$ cat config.mk
export PLATFORM = sky130hd
export DESIGN_NAME = control_channel_error_ctl
export DESIGN_NICKNAME = d
export VERILOG_FILES = /design/src/common/ccec_pkg.sv /design/src/verilog/ccec_port.sv /design/src/verilog/control_channel_error_ctl.sv
export SDC_FILE = /design/constraint.sdc
export NUM_CORES = 1
export LEC_CHECK = 0
export BUFFER_PORTS_ARGS = -buffer_cell sky130_fd_sc_hd__buf_2
export CAP_MARGIN = 15
export CORE_MARGIN = 2
export CORE_UTILIZATION = 55
export CTS_BUF_LIST = sky130_fd_sc_hd__clkbuf_8
export CTS_CLUSTER_DIAMETER = 100
export DETAILED_ROUTE_END_ITERATION = 7
export PLACE_DENSITY = 0.9
export SKIP_LAST_GASP = 1
export SLEW_MARGIN = 20
export SYNTH_ARGS = -nofsm -noshare
export SYNTH_HDL_FRONTEND = slang
export SYNTH_SLANG_ARGS = --single-unit
$ cat constraint.sdc
create_clock -name clock_i -period 3.76 [get_ports clock_i]
set_input_delay 0.188 -clock clock_i [delete_from_list [all_inputs] [get_ports clock_i]]
set_output_delay 0.188 -clock clock_i [all_outputs]
set_load 0.01 [all_outputs]
$ cat src/common/ccec_pkg.sv
/*
 * Constants and types shared by the control channel error control block.
 * Assumes a single core clock and an on-chip register access port decoded elsewhere.
 */
package ccec_pkg;

	// ************************************************
	// Register map
	// ************************************************
	localparam logic [7:0] ERR_CTL_OFFSET  = 8'h46;
	localparam logic [7:0] PORT_SEL_OFFSET = 8'h4C;
	localparam logic [7:0] ERR_CTL_RESET   = 8'h20;
	localparam logic [7:0] PORT_SEL_RESET  = 8'h00;
	localparam logic [7:0] READ_ZERO       = 8'h00;

	// ************************************************
	// Field positions of the error control register
	// ************************************************
	localparam int EARLY_ACK_BIT  = 7;
	localparam int DATA_CHECK_BIT = 6;
	localparam int ENH_ERROR_BIT  = 5;
	localparam int FORCE_HI       = 4;
	localparam int FORCE_LO       = 3;
	localparam int SEL_HI         = 2;
	localparam int SEL_LO         = 0;

	// ************************************************
	// Forced error codes and byte counting
	// ************************************************
	localparam logic [1:0] FORCE_NONE      = 2'h0;
	localparam logic [1:0] FORCE_CRC       = 2'h1;
	localparam logic [1:0] FORCE_CRC_NEXT  = 2'h2;
	localparam logic [1:0] FORCE_DATA      = 2'h3;
	localparam logic [3:0] BYTE_COUNT_ZERO = 4'h0;
	localparam logic [3:0] BYTE_COUNT_ONE  = 4'h1;
	localparam logic [3:0] BYTE_COUNT_MAX  = 4'h8;

	typedef enum logic [1:0] {
		INJ_IDLE,
		INJ_ARMED,
		INJ_WAIT_NORMAL
	} inj_state_t;

	typedef struct packed {
		logic [7:0] ctl;
		inj_state_t st;
		logic [3:0] byte_cnt;
		logic       early_ack;
		logic       ack_valid;
		logic       nack;
		logic       terminate;
		logic       inj_crc;
		logic       inj_data;
	} port_state_t;

	typedef struct packed {
		logic [7:0] port_sel;
		logic [7:0] rdata;
	} top_state_t;

endpackage : ccec_pkg

$ cat src/verilog/ccec_port.sv
/*
 * One receive port's error control register and its checking and injection logic.
 * Assumes all channel strobes are one-cycle pulses from logic on clock_i.
 */
module ccec_port
	import ccec_pkg::*;
(
	input  wire logic       clock_i,
	input  wire logic       rst_i,
	input  wire logic       wr_i,
	input  wire logic [7:0] wdata_i,
	output logic      [7:0] ctl_o,
	input  wire logic       remote_read_start_i,
	output logic            early_ack_o,
	input  wire logic       ack_cycle_i,
	input  wire logic [7:0] sent_byte_i,
	input  wire logic [7:0] returned_byte_i,
	input  wire logic       remote_nack_i,
	output logic            ack_valid_o,
	output logic            local_nack_o,
	input  wire logic       chan_error_i,
	output logic            terminate_o,
	input  wire logic       block_start_i,
	input  wire logic       byte_sent_i,
	input  wire logic       normal_frame_i,
	output logic            inject_crc_o,
	output logic            inject_data_o
);

	port_state_t q;
	port_state_t d;
	logic [3:0]  idx;
	logic        sel_hit;

	assign idx     = block_start_i ? BYTE_COUNT_ZERO : q.byte_cnt;
	assign sel_hit = byte_sent_i && (idx == {1'b0, q.ctl[SEL_HI:SEL_LO]});

	always_comb begin
		d = q;
		d.early_ack = remote_read_start_i && q.ctl[EARLY_ACK_BIT];
		d.ack_valid = ack_cycle_i;
		// Data mismatch turns the remote ack into a nack
		d.nack = ack_cycle_i && (remote_nack_i ||
			(q.ctl[DATA_CHECK_BIT] && (sent_byte_i != returned_byte_i)));
		d.terminate = chan_error_i && q.ctl[ENH_ERROR_BIT];
		d.inj_crc  = 1'b0;
		d.inj_data = 1'b0;
		if (block_start_i) begin
			d.byte_cnt = BYTE_COUNT_ZERO;
		end
		if (byte_sent_i && (idx != BYTE_COUNT_MAX)) begin
			d.byte_cnt = idx + BYTE_COUNT_ONE;
		end
		case (q.st)
			INJ_IDLE: begin
			end
			INJ_ARMED: begin
				// Only the first eight bytes of a block can be hit
				if (sel_hit) begin
					case (q.ctl[FORCE_HI:FORCE_LO])
						FORCE_CRC: begin
							d.inj_crc = 1'b1;
							d.st      = INJ_IDLE;
						end
						FORCE_CRC_NEXT: begin
							d.st = INJ_WAIT_NORMAL;
						end
						FORCE_DATA: begin
							d.inj_data = 1'b1;
							d.st       = INJ_IDLE;
						end
						default: begin
							d.st = INJ_IDLE;
						end
					endcase
				end
			end
			INJ_WAIT_NORMAL: begin
				if (normal_frame_i) begin
					d.inj_crc = 1'b1;
					d.st      = INJ_IDLE;
				end
			end
			default: begin
				d.st = INJ_IDLE;
			end
		endcase
		// A write arms only with a nonzero force code, else idles, and wins over a firing in the same cycle
		if (wr_i) begin
			d.ctl      = wdata_i;
			d.inj_crc  = 1'b0;
			d.inj_data = 1'b0;
			d.st = (wdata_i[FORCE_HI:FORCE_LO] != FORCE_NONE) ? INJ_ARMED : INJ_IDLE;
		end
	end

	always_ff @(posedge clock_i or posedge rst_i) begin
		if (rst_i) begin
			q <= '{ctl: ERR_CTL_RESET, st: INJ_IDLE, byte_cnt: BYTE_COUNT_ZERO, default: 1'b0};
		end else begin
			q <= d;
		end
	end

	assign ctl_o         = q.ctl;
	assign early_ack_o   = q.early_ack;
	assign ack_valid_o   = q.ack_valid;
	assign local_nack_o  = q.nack;
	assign terminate_o   = q.terminate;
	assign inject_crc_o  = q.inj_crc;
	assign inject_data_o = q.inj_data;
endmodule : ccec_port

$ cat src/verilog/control_channel_error_ctl.sv
/*
 * Per-port control channel error checking and error injection control.
 * Assumes register accesses arrive as one-cycle strobes from the local I2C target
 * logic, and channel events as one-cycle pulses on clock_i.
 */

// Summary of operation
// - Enable bit 7 makes an internal ack at each remote read start.
// - Enable bit 6 checks data returned during the acknowledge cycle.
// - A returned data mismatch turns the remote ack into a local nack.
// - Bit 5, reset one, terminates transactions on detected channel errors.
// - Bits 4:3 pick none, crc, crc on next normal frame, or data error.
// - A nonzero force code yields exactly one error, never a stream.
// - Bits 2:0 pick which of the first eight forward bytes is hit.
// - One register per receive port, reached through the port select register.
module control_channel_error_ctl
	import ccec_pkg::*;
#(
	parameter int NUM_PORTS = 4
) (
	input  wire logic                      clock_i,
	input  wire logic                      rst_i,
	input  wire logic                      reg_wr_i,
	input  wire logic                      reg_rd_i,
	input  wire logic [7:0]                reg_addr_i,
	input  wire logic [7:0]                reg_wdata_i,
	output logic      [7:0]                reg_rdata_o,
	input  wire logic [NUM_PORTS-1:0]      remote_read_start_i,
	output logic      [NUM_PORTS-1:0]      early_ack_o,
	input  wire logic [NUM_PORTS-1:0]      ack_cycle_i,
	input  wire logic [NUM_PORTS-1:0][7:0] sent_byte_i,
	input  wire logic [NUM_PORTS-1:0][7:0] returned_byte_i,
	input  wire logic [NUM_PORTS-1:0]      remote_nack_i,
	output logic      [NUM_PORTS-1:0]      ack_valid_o,
	output logic      [NUM_PORTS-1:0]      local_nack_o,
	input  wire logic [NUM_PORTS-1:0]      chan_error_i,
	output logic      [NUM_PORTS-1:0]      terminate_o,
	input  wire logic [NUM_PORTS-1:0]      block_start_i,
	input  wire logic [NUM_PORTS-1:0]      byte_sent_i,
	input  wire logic [NUM_PORTS-1:0]      normal_frame_i,
	output logic      [NUM_PORTS-1:0]      inject_crc_o,
	output logic      [NUM_PORTS-1:0]      inject_data_o,
	output logic      [NUM_PORTS-1:0]      early_ack_en_o,
	output logic      [NUM_PORTS-1:0]      returned_data_check_en_o,
	output logic      [NUM_PORTS-1:0]      enhanced_error_check_en_o
);

	localparam int SEL_W = (NUM_PORTS > 1) ? $clog2(NUM_PORTS) : 1;

	top_state_t                  q;
	top_state_t                  d;
	logic [NUM_PORTS-1:0][7:0]   ctl;
	logic [NUM_PORTS-1:0]        port_wr;
	logic [SEL_W-1:0]            sel;

	// ************************************************
	// Port select and read path
	// ************************************************
	// Only the low bits index a port; a value past the last port reaches none
	assign sel = q.port_sel[SEL_W-1:0];

	always_comb begin
		d = q;
		if (reg_wr_i && reg_addr_i == PORT_SEL_OFFSET) begin
			d.port_sel = reg_wdata_i;
		end
		if (reg_rd_i) begin
			if (reg_addr_i == ERR_CTL_OFFSET && int'(sel) < NUM_PORTS &&
				q.port_sel < 8'(NUM_PORTS)) begin
				d.rdata = ctl[sel];
			end else if (reg_addr_i == PORT_SEL_OFFSET) begin
				d.rdata = q.port_sel;
			end else begin
				d.rdata = READ_ZERO;
			end
		end
	end

	always_ff @(posedge clock_i or posedge rst_i) begin
		if (rst_i) begin
			q <= '{port_sel: PORT_SEL_RESET, rdata: READ_ZERO};
		end else begin
			q <= d;
		end
	end

	assign reg_rdata_o = q.rdata;

	// ************************************************
	// Per-port instances
	// ************************************************
	genvar p;
	generate
		for (p = 0; p < NUM_PORTS; p++) begin : g_port
			// Writes land only in the selected port's copy
			assign port_wr[p] = reg_wr_i && reg_addr_i == ERR_CTL_OFFSET &&
				q.port_sel == 8'(p);

			ccec_port u_port (
				.clock_i             (clock_i),
				.rst_i               (rst_i),
				.wr_i                (port_wr[p]),
				.wdata_i             (reg_wdata_i),
				.ctl_o               (ctl[p]),
				.remote_read_start_i (remote_read_start_i[p]),
				.early_ack_o         (early_ack_o[p]),
				.ack_cycle_i         (ack_cycle_i[p]),
				.sent_byte_i         (sent_byte_i[p]),
				.returned_byte_i     (returned_byte_i[p]),
				.remote_nack_i       (remote_nack_i[p]),
				.ack_valid_o         (ack_valid_o[p]),
				.local_nack_o        (local_nack_o[p]),
				.chan_error_i        (chan_error_i[p]),
				.terminate_o         (terminate_o[p]),
				.block_start_i       (block_start_i[p]),
				.byte_sent_i         (byte_sent_i[p]),
				.normal_frame_i      (normal_frame_i[p]),
				.inject_crc_o        (inject_crc_o[p]),
				.inject_data_o       (inject_data_o[p])
			);

			// Enable levels come straight from the port's register flops
			assign early_ack_en_o[p]            = ctl[p][EARLY_ACK_BIT];
			assign returned_data_check_en_o[p]  = ctl[p][DATA_CHECK_BIT];
			assign enhanced_error_check_en_o[p] = ctl[p][ENH_ERROR_BIT];

		end
	endgenerate
endmodule : control_channel_error_ctl

==> results of run 1 <==
layer usage:
metal / GRT usage / wire [um] / up-vias / part of all wire
met2: 0.4388 / 6991 / 200 / 0.52
li1: - / - / 1970 / -
met3: 0.05427 / 981 / 23 / 0.073
met4: 0.07333 / 216 / 0 / 0.016
met1: 0.2976 / 5192 / 2052 / 0.39
met5: 0 / 0 / - / 0
kinds of logic after synthesis:
kind of cell	count (synthesis)	synth area share
multiplexers	48	0.1241
XOR/XNOR	43	0.06708
AND/OR/NAND/NOR	140	0.1518
buffers and inverters	90	0.09672
flip-flops	96	0.4288
AO/OA/AOI/OAI	74	0.08692
adder cells (fa/ha/maj)	20	0.04457
registers in the layout, indices dropped and copies added, names as in the netlist:
signal and cells:
g_port.u_port.inject_data_o 4, g_port.u_port.q 24, reg_rdata_o 8, q 8, g_port.u_port.local_nack_o 4, g_port.u_port.terminate_o 4, g_port.u_port.ctl_o 32, g_port.u_port.inject_crc_o 4
g_port.u_port.early_ack_o 4, g_port.u_port.ack_valid_o 4
critical path, delay by kind of cell, from the launching register on:
family | cells | cell delay [ns]
AO/OA/AOI/OAI | 3 | 1.45
flip-flops | 1 | 0.48
AND/OR/NAND/NOR | 1 | 0.18
XOR/XNOR | 1 | 0.16
placed cells by master (no fill, tap or decap), drive strengths merged, types with 3 or more instances in the layout:
cell	count
buf	157
dfrtp	92
mux2	39
xor2	37
inv	32
nand2	30
nor2	24
a21oi	21
ha	20
o21ai	18
nand2b	12
nor4	12
and2	11
clkbuf	9
mux4	8
a32oi	8
nand3b	8
nor2b	7
xnor2	6
nor3	6
and3	6
nand4	5
o22ai	5
dlygate4sd3	5
nand4b	5
o2bb2ai	4
o21ba	4
dfstp	4
and3b	3
bufinv	3
nand3	3
clkinv	3
stage by stage:
step	setup WS (ns)	hold WS (ns)
after floorplan	1.073	0.2194
after global placement	1.522	0.3093
after detailed placement	1.453	0.3124
after CTS	1.455	0.01303
after global routing	1.262	0.009311
final	1.399	0.02605
repair_timing:
action / 4_1_cts / 5_1_grt
endpoints found under the setup margin: 0 / 0
hold endpoints to repair: 45 / 0
hold buffers: 5 / 0
where the power goes:
part           internal (W)  switching [W]  leakage (nW)
Combinational      0.000133       0.000148          1.90
Sequential          0.00107      0.0000393          1.29
Clock              0.000443       0.000371         0.120
Total               0.00164       0.000559          3.30
area by class of cell:
class | count | share of cell area
multi-input combinational | 325 | 0.4136
sequential | 96 | 0.3738
timing repair buffer | 162 | 0.1306
tap | 133 | 0.02584
clock buffer | 9 | 0.01923
inverter | 32 | 0.01885
clock inverter | 6 | 0.01807
worst min path at each step:
stage / depth (start not counted) / endpoint / from
2_1_floorplan: 0 / g_port[0].u_port.ack_valid_o$_DFF_PP0_ / ack_cycle_i[0]
3_3_place_gp: 1 / g_port[2].u_port.ack_valid_o$_DFF_PP0_ / ack_cycle_i[2]
3_5_place_dp: 1 / g_port[0].u_port.ack_valid_o$_DFF_PP0_ / ack_cycle_i[0]
4_1_cts: 2 / g_port[2].u_port.early_ack_o$_DFF_PP0_ / remote_read_start_i[2]
5_1_grt: 2 / g_port[1].u_port.terminate_o$_DFF_PP0_ / chan_error_i[1]
6_report: 2 / g_port[1].u_port.terminate_o$_DFF_PP0_ / chan_error_i[1]
==> metrics.txt, run 1 <==
Final Max Slew Viols=0; crit path DAT=between 2 and 3 ns; synth warn=0; Core Region=9819 um^2; Mapped Nets=between 600 and 700; Total Routing Usage GR=0.2462; Worst-Skew Late Latency=around 0.37 ns; register area=between 2000 and 2500 um^2; Slew HR=0.2433; vias per inst=between 5 and 6; worst-path cell chain=xnor2_1, and3_1, o311ai_0, a21boi_0, o32ai_1; Final period util=0.6279; clock-pin transition on the worst setup and hold timing paths=~0.1 ns; CTS tree=done; post-CTS sizing=0; FF-to-FF End=g_port[0].u_port.q[11]$_DFFE_PP0P_; FMAX=0.4236 GHz; Final Total Pwr=0.002202 W; std cell rows=36; final setup fails=0; R2R setup slack=about 1.4 ns; Layout Cells excl Fill=around 760; Critical Path Source=g_port[0].u_port.q[8]$_DFF_PP0_; DP Wirelength=a little under 10 mm; most frequent cells after synthesis=dfrtp_1 (92), buf_4 (44), xor2_1 (37); DP Area=around 6100 um^2; CP endpoint kind=flop; Synth cell types=a little under 60; ANT cells=0; GPL Wtd Cong=around 0.83; final hold violations=0; reg2reg start=g_port[0].u_port.q[8]$_DFF_PP0_; Post-CTS Setup Bufs=0; CP peak stage delay=around 0.91 ns; Worst EP required=just over 4 ns; Final Util=0.6558; Initial Util=0.5717; most frequent cell after synthesis=dfrtp_1; CTS Root Cell=clkbuf_8; IR drop worst, VDD=0.1595 mV; die span in y=between 100 and 150 um; max_cap viols=0; cell count after placement=between 700 and 800; initial antenna violation count=0; critical path peak fanout=7; Layout area overhead=14.71%; number of synthesized flops with an enable pin=0; TritonRoute pass-1 iters=5; first-pass GRT wire length=~22 mm; nets=about 760; post-synth top area share=0.4101; deepest clock path buffer count=2; Sink Count=96; Synth area leaders=dfrtp_1 (41%), buf_4 (5.9%), xor2_1 (5.8%); Mapped Area=5614 um^2; crit path launch type=flop; largest net degree at the start of global routing=44; IO Count=156; Post-synth top flop=dfrtp_1; vias in the first global route=4,353; Iter 0 DRT Violations=roughly 250; DR DRC count=0; CP Capture Point=g_port[0].u_port.q[11]$_DFFE_PP0P_; worst-case reg-to-reg path depth=5; Filler cells=a little over 700; average size of a mapped cell=10.99 um^2; P per Cell Area=approximately 340 nW/um^2; multi-input combinational cell area=about 2700 um^2; status=finished, final reports clean; Routed WL per cell=about 18 um; final instance area=6440 um^2; RSZ-0062 raised after global routing=no; final wirelength=about 13 mm; layout cell share with drive strength beyond 1=0.3794; LEAKAGE=~3.3 nW; Num CTS Buffers=9; die width=roughly 110 um; sum of negative setup slack=0 ns; FF+latch count, synth=96; ANT nets after route=0; sequential element share of the synthesized area=0.4288; cell taking the most area after synthesis=dfrtp_1; Cells after Synth=511; critical path's slowest cell=o311ai_0; hold crit path type=primary input to flop; Setup CP Type=flop to flop; vias=4,245; H-tree levels=3; residual overflow from global routing=0; min Tclk post-route=about 2.4 ns; clk_skew=roughly 0.014 ns; Worst Tran Pin Value=around 1.1 ns; FFs w/ async S/R, synth=1.000; Die ar.=approximately 11,000 um^2; PortBufs=155
(Power assumes the default switching activity.)
==> inputs of run 2 (changes only) <==
--- a/config.mk
+++ b/config.mk
@@ -8,11 +8,11 @@
 export BUFFER_PORTS_ARGS = -buffer_cell sky130_fd_sc_hd__buf_2
 export CAP_MARGIN = 15
 export CORE_MARGIN = 2
-export CORE_UTILIZATION = 55
+export CORE_UTILIZATION = 49
 export CTS_BUF_LIST = sky130_fd_sc_hd__clkbuf_8
 export CTS_CLUSTER_DIAMETER = 100
 export DETAILED_ROUTE_END_ITERATION = 7
-export PLACE_DENSITY = 0.9
+export PLACE_DENSITY = 0.86
 export SKIP_LAST_GASP = 1
 export SLEW_MARGIN = 20
 export SYNTH_ARGS = -nofsm -noshare
==> constraint.sdc (replaced) <==
create_clock -name clock_i -period 2.1 [get_ports clock_i]
set_input_delay 0.105 -clock clock_i [delete_from_list [all_inputs] [get_ports clock_i]]
set_output_delay 0.105 -clock clock_i [all_outputs]
set_load 0.01 [all_outputs]
==> metrics.txt, run 2 (synthesis gave the netlist of run 1 again) <==
status=finished, final reports clean (unchanged); crit path launch type=flop (unchanged); Setup CP Type=flop to flop (unchanged); Worst Tran Pin Value=0.6848 ns (was 1.121 ns); initial antenna violation count=0 (unchanged); RSZ-0062 raised after global routing=no (unchanged); deepest clock path buffer count=2 (unchanged); die width=111.0 um (was 105.0 um); DR top layer=met4 (unchanged); Core Region=11,320 um^2 (was 9819 um^2); worst hold slack=0.02192 ns (was 0.02605 ns); Routed WL per cell=16.95 um (was 17.54 um); PortBufs=155 (unchanged); nets=782 (was 758); final setup fails=0 (unchanged); number of flip-flops in the largest register=32 (unchanged); Filler cells=907 (was 722); largest net degree at the start of global routing=34 (was 44); max_cap viols=0 (unchanged); Post-CTS Setup Bufs=0 (unchanged); residual overflow from global routing=0 (unchanged); ANT cells=0 (unchanged); CTS tree=done (unchanged); register area=2407 um^2 (unchanged); FMAX=0.5117 GHz (was 0.4236 GHz); Final Total Pwr=0.003640 W (was 0.002202 W); DR DRC count=0 (unchanged); Initial Util=0.4959 (was 0.5717); first-pass GRT wire length=22.01 mm (was 21.53 mm); Sink Count=96 (unchanged); post-CTS sizing=0 (unchanged); hold crit path type=primary input to flop (unchanged); vias per inst=5.470 (was 5.564); min Tclk post-route=1.954 ns (was 2.361 ns); TritonRoute pass-1 iters=4 (was 5); final hold violations=0 (unchanged); most frequent cells in the layout=buf_2 (155), dfrtp_1 (92), xor2_1 (37) (unchanged); Num CTS Buffers=9 (unchanged); sum of negative setup slack=0 ns (unchanged); die span in y=111.0 um (was 105.0 um); Die ar.=12,330 um^2 (was 11,030 um^2); GPL Wtd Cong=0.8942 (was 0.8315); vias=4,365 (was 4,245); Slew HR=0.5435 (was 0.2433); Worst-Skew Late Latency=0.37 ns (about the same); CTS Root Cell=clkbuf_8 (unchanged); std cell rows=39 (was 36); Iter 0 DRT Violations=322 (was 246); DR WL met3=940 um (was 981 um); layout cell share with drive strength beyond 1=0.3786 (was 0.3794); Final period util=0.9306 (was 0.6279); LEAKAGE=3.380 nW (was 3.302 nW); Worst EP required=2.35 ns (was 4.03 ns); final wirelength=13.53 mm (was 13.38 mm); vias in the first global route=4,566 (was 4,353); crit path DAT=2.20 ns (was 2.63 ns); H-tree levels=3 (unchanged); Layout area overhead=18.01% (was 14.71%); clock-pin transition on the worst setup and hold timing paths=0.11 ns (was 0.10 ns); ANT nets after route=0 (unchanged); clk_skew=0.01878 ns (was 0.01417 ns); CP endpoint kind=flop (unchanged); WL met2=7.028 mm (was 6.991 mm); DP Wirelength=10.33 mm (was 9.858 mm); most common cell after layout, fill and taps aside=buf_2 (unchanged); multi-input combinational cell area=2664 um^2 (unchanged); IO Count=156 (unchanged); hold buffer count at cts=20 (was 5); Total Routing Usage GR=0.2210 (was 0.2462); WL met1=5.217 mm (was 5.192 mm); IR drop worst, VDD=0.4091 mV (was 0.1595 mV); Final Max Slew Viols=0 (unchanged); critical path peak fanout=12 (was 7); P per Cell Area=549.5 nW/um^2 (was 341.9 nW/um^2)
[run 2: routing by layer]
metal / global-route usage / vias up
met1: 0.2534 / 2148
met3: 0.06233 / 26
li1: - / 2018
met5: 0 / -
met2: 0.4000 / 173
met4: 0.06914 / 0
[run 2: worst max-delay path: stages (launching register included)]
cell and delay, ns:
dfrtp_1 0.41, nor4_1 0.27, and4b_1 0.28, buf_4 0.17, nand3_2 0.30, mux2_4 0.40
[run 2: cell type report]
cell class              count  share of cell area
multi-input cells         325              0.4021
flip-flops and latches     96              0.3634
repair buffers            186              0.1617
well taps                 143             0.02701
clock buffers               9             0.01870
inverters                  32             0.01870
clock inverters             7            0.008499
[run 2: power breakdown]
| part | total, W | internal, W | switching, W |
|---|---|---|---|
| sequential | 0.00198 | 0.00191 | 0.0000690 |
| combinational | 0.000548 | 0.000272 | 0.000276 |
| clock | 0.00111 | 0.000445 | 0.000668 |
[run 2: path summary, 6_finish.rpt]
| kind | slack (ns) | end | cells after the start | start |
|---|---|---|---|---|
| worst min-delay path | 0.02 | g_port[1].u_port.terminate_o$_DFF_PP0_ | 2 | chan_error_i[1] |
| worst max-delay path | 0.15 | g_port[0].u_port.ctl_o[3]$_DFFE_PP0N_ | 5 | q[11]$_DFFE_PP0P_ |
| max in group asynchronous | 1.08 | g_port[0].u_port.ctl_o[5]$_DFFE_PP1N_ | 4 | rst_i |
| min in group asynchronous | 0.36 | g_port[1].u_port.terminate_o$_DFF_PP0_ | 3 | rst_i |
| worst max register to register | 0.15 | g_port[0].u_port.ctl_o[3]$_DFFE_PP0N_ | 5 | q[11]$_DFFE_PP0P_ |
| worst min register to register | 0.53 | reg_rdata_o[2]$_DFFE_PP0P_ | 2 | reg_rdata_o[2]$_DFFE_PP0P_ |
[run 2: stage by stage]
stage	setup slack (ns)	cells	area [um^2]	utilization
2_1_floorplan	0.1731	511	5618	-
3_3_place_gp	0.1685	762	6245	0.5516
3_5_place_dp	0.1020	762	6245	0.5516
4_1_cts	0.1566	798	6625	0.5852
5_1_grt	0.03090	798	6625	0.5852
6_report	0.1458	798	6625	0.5852
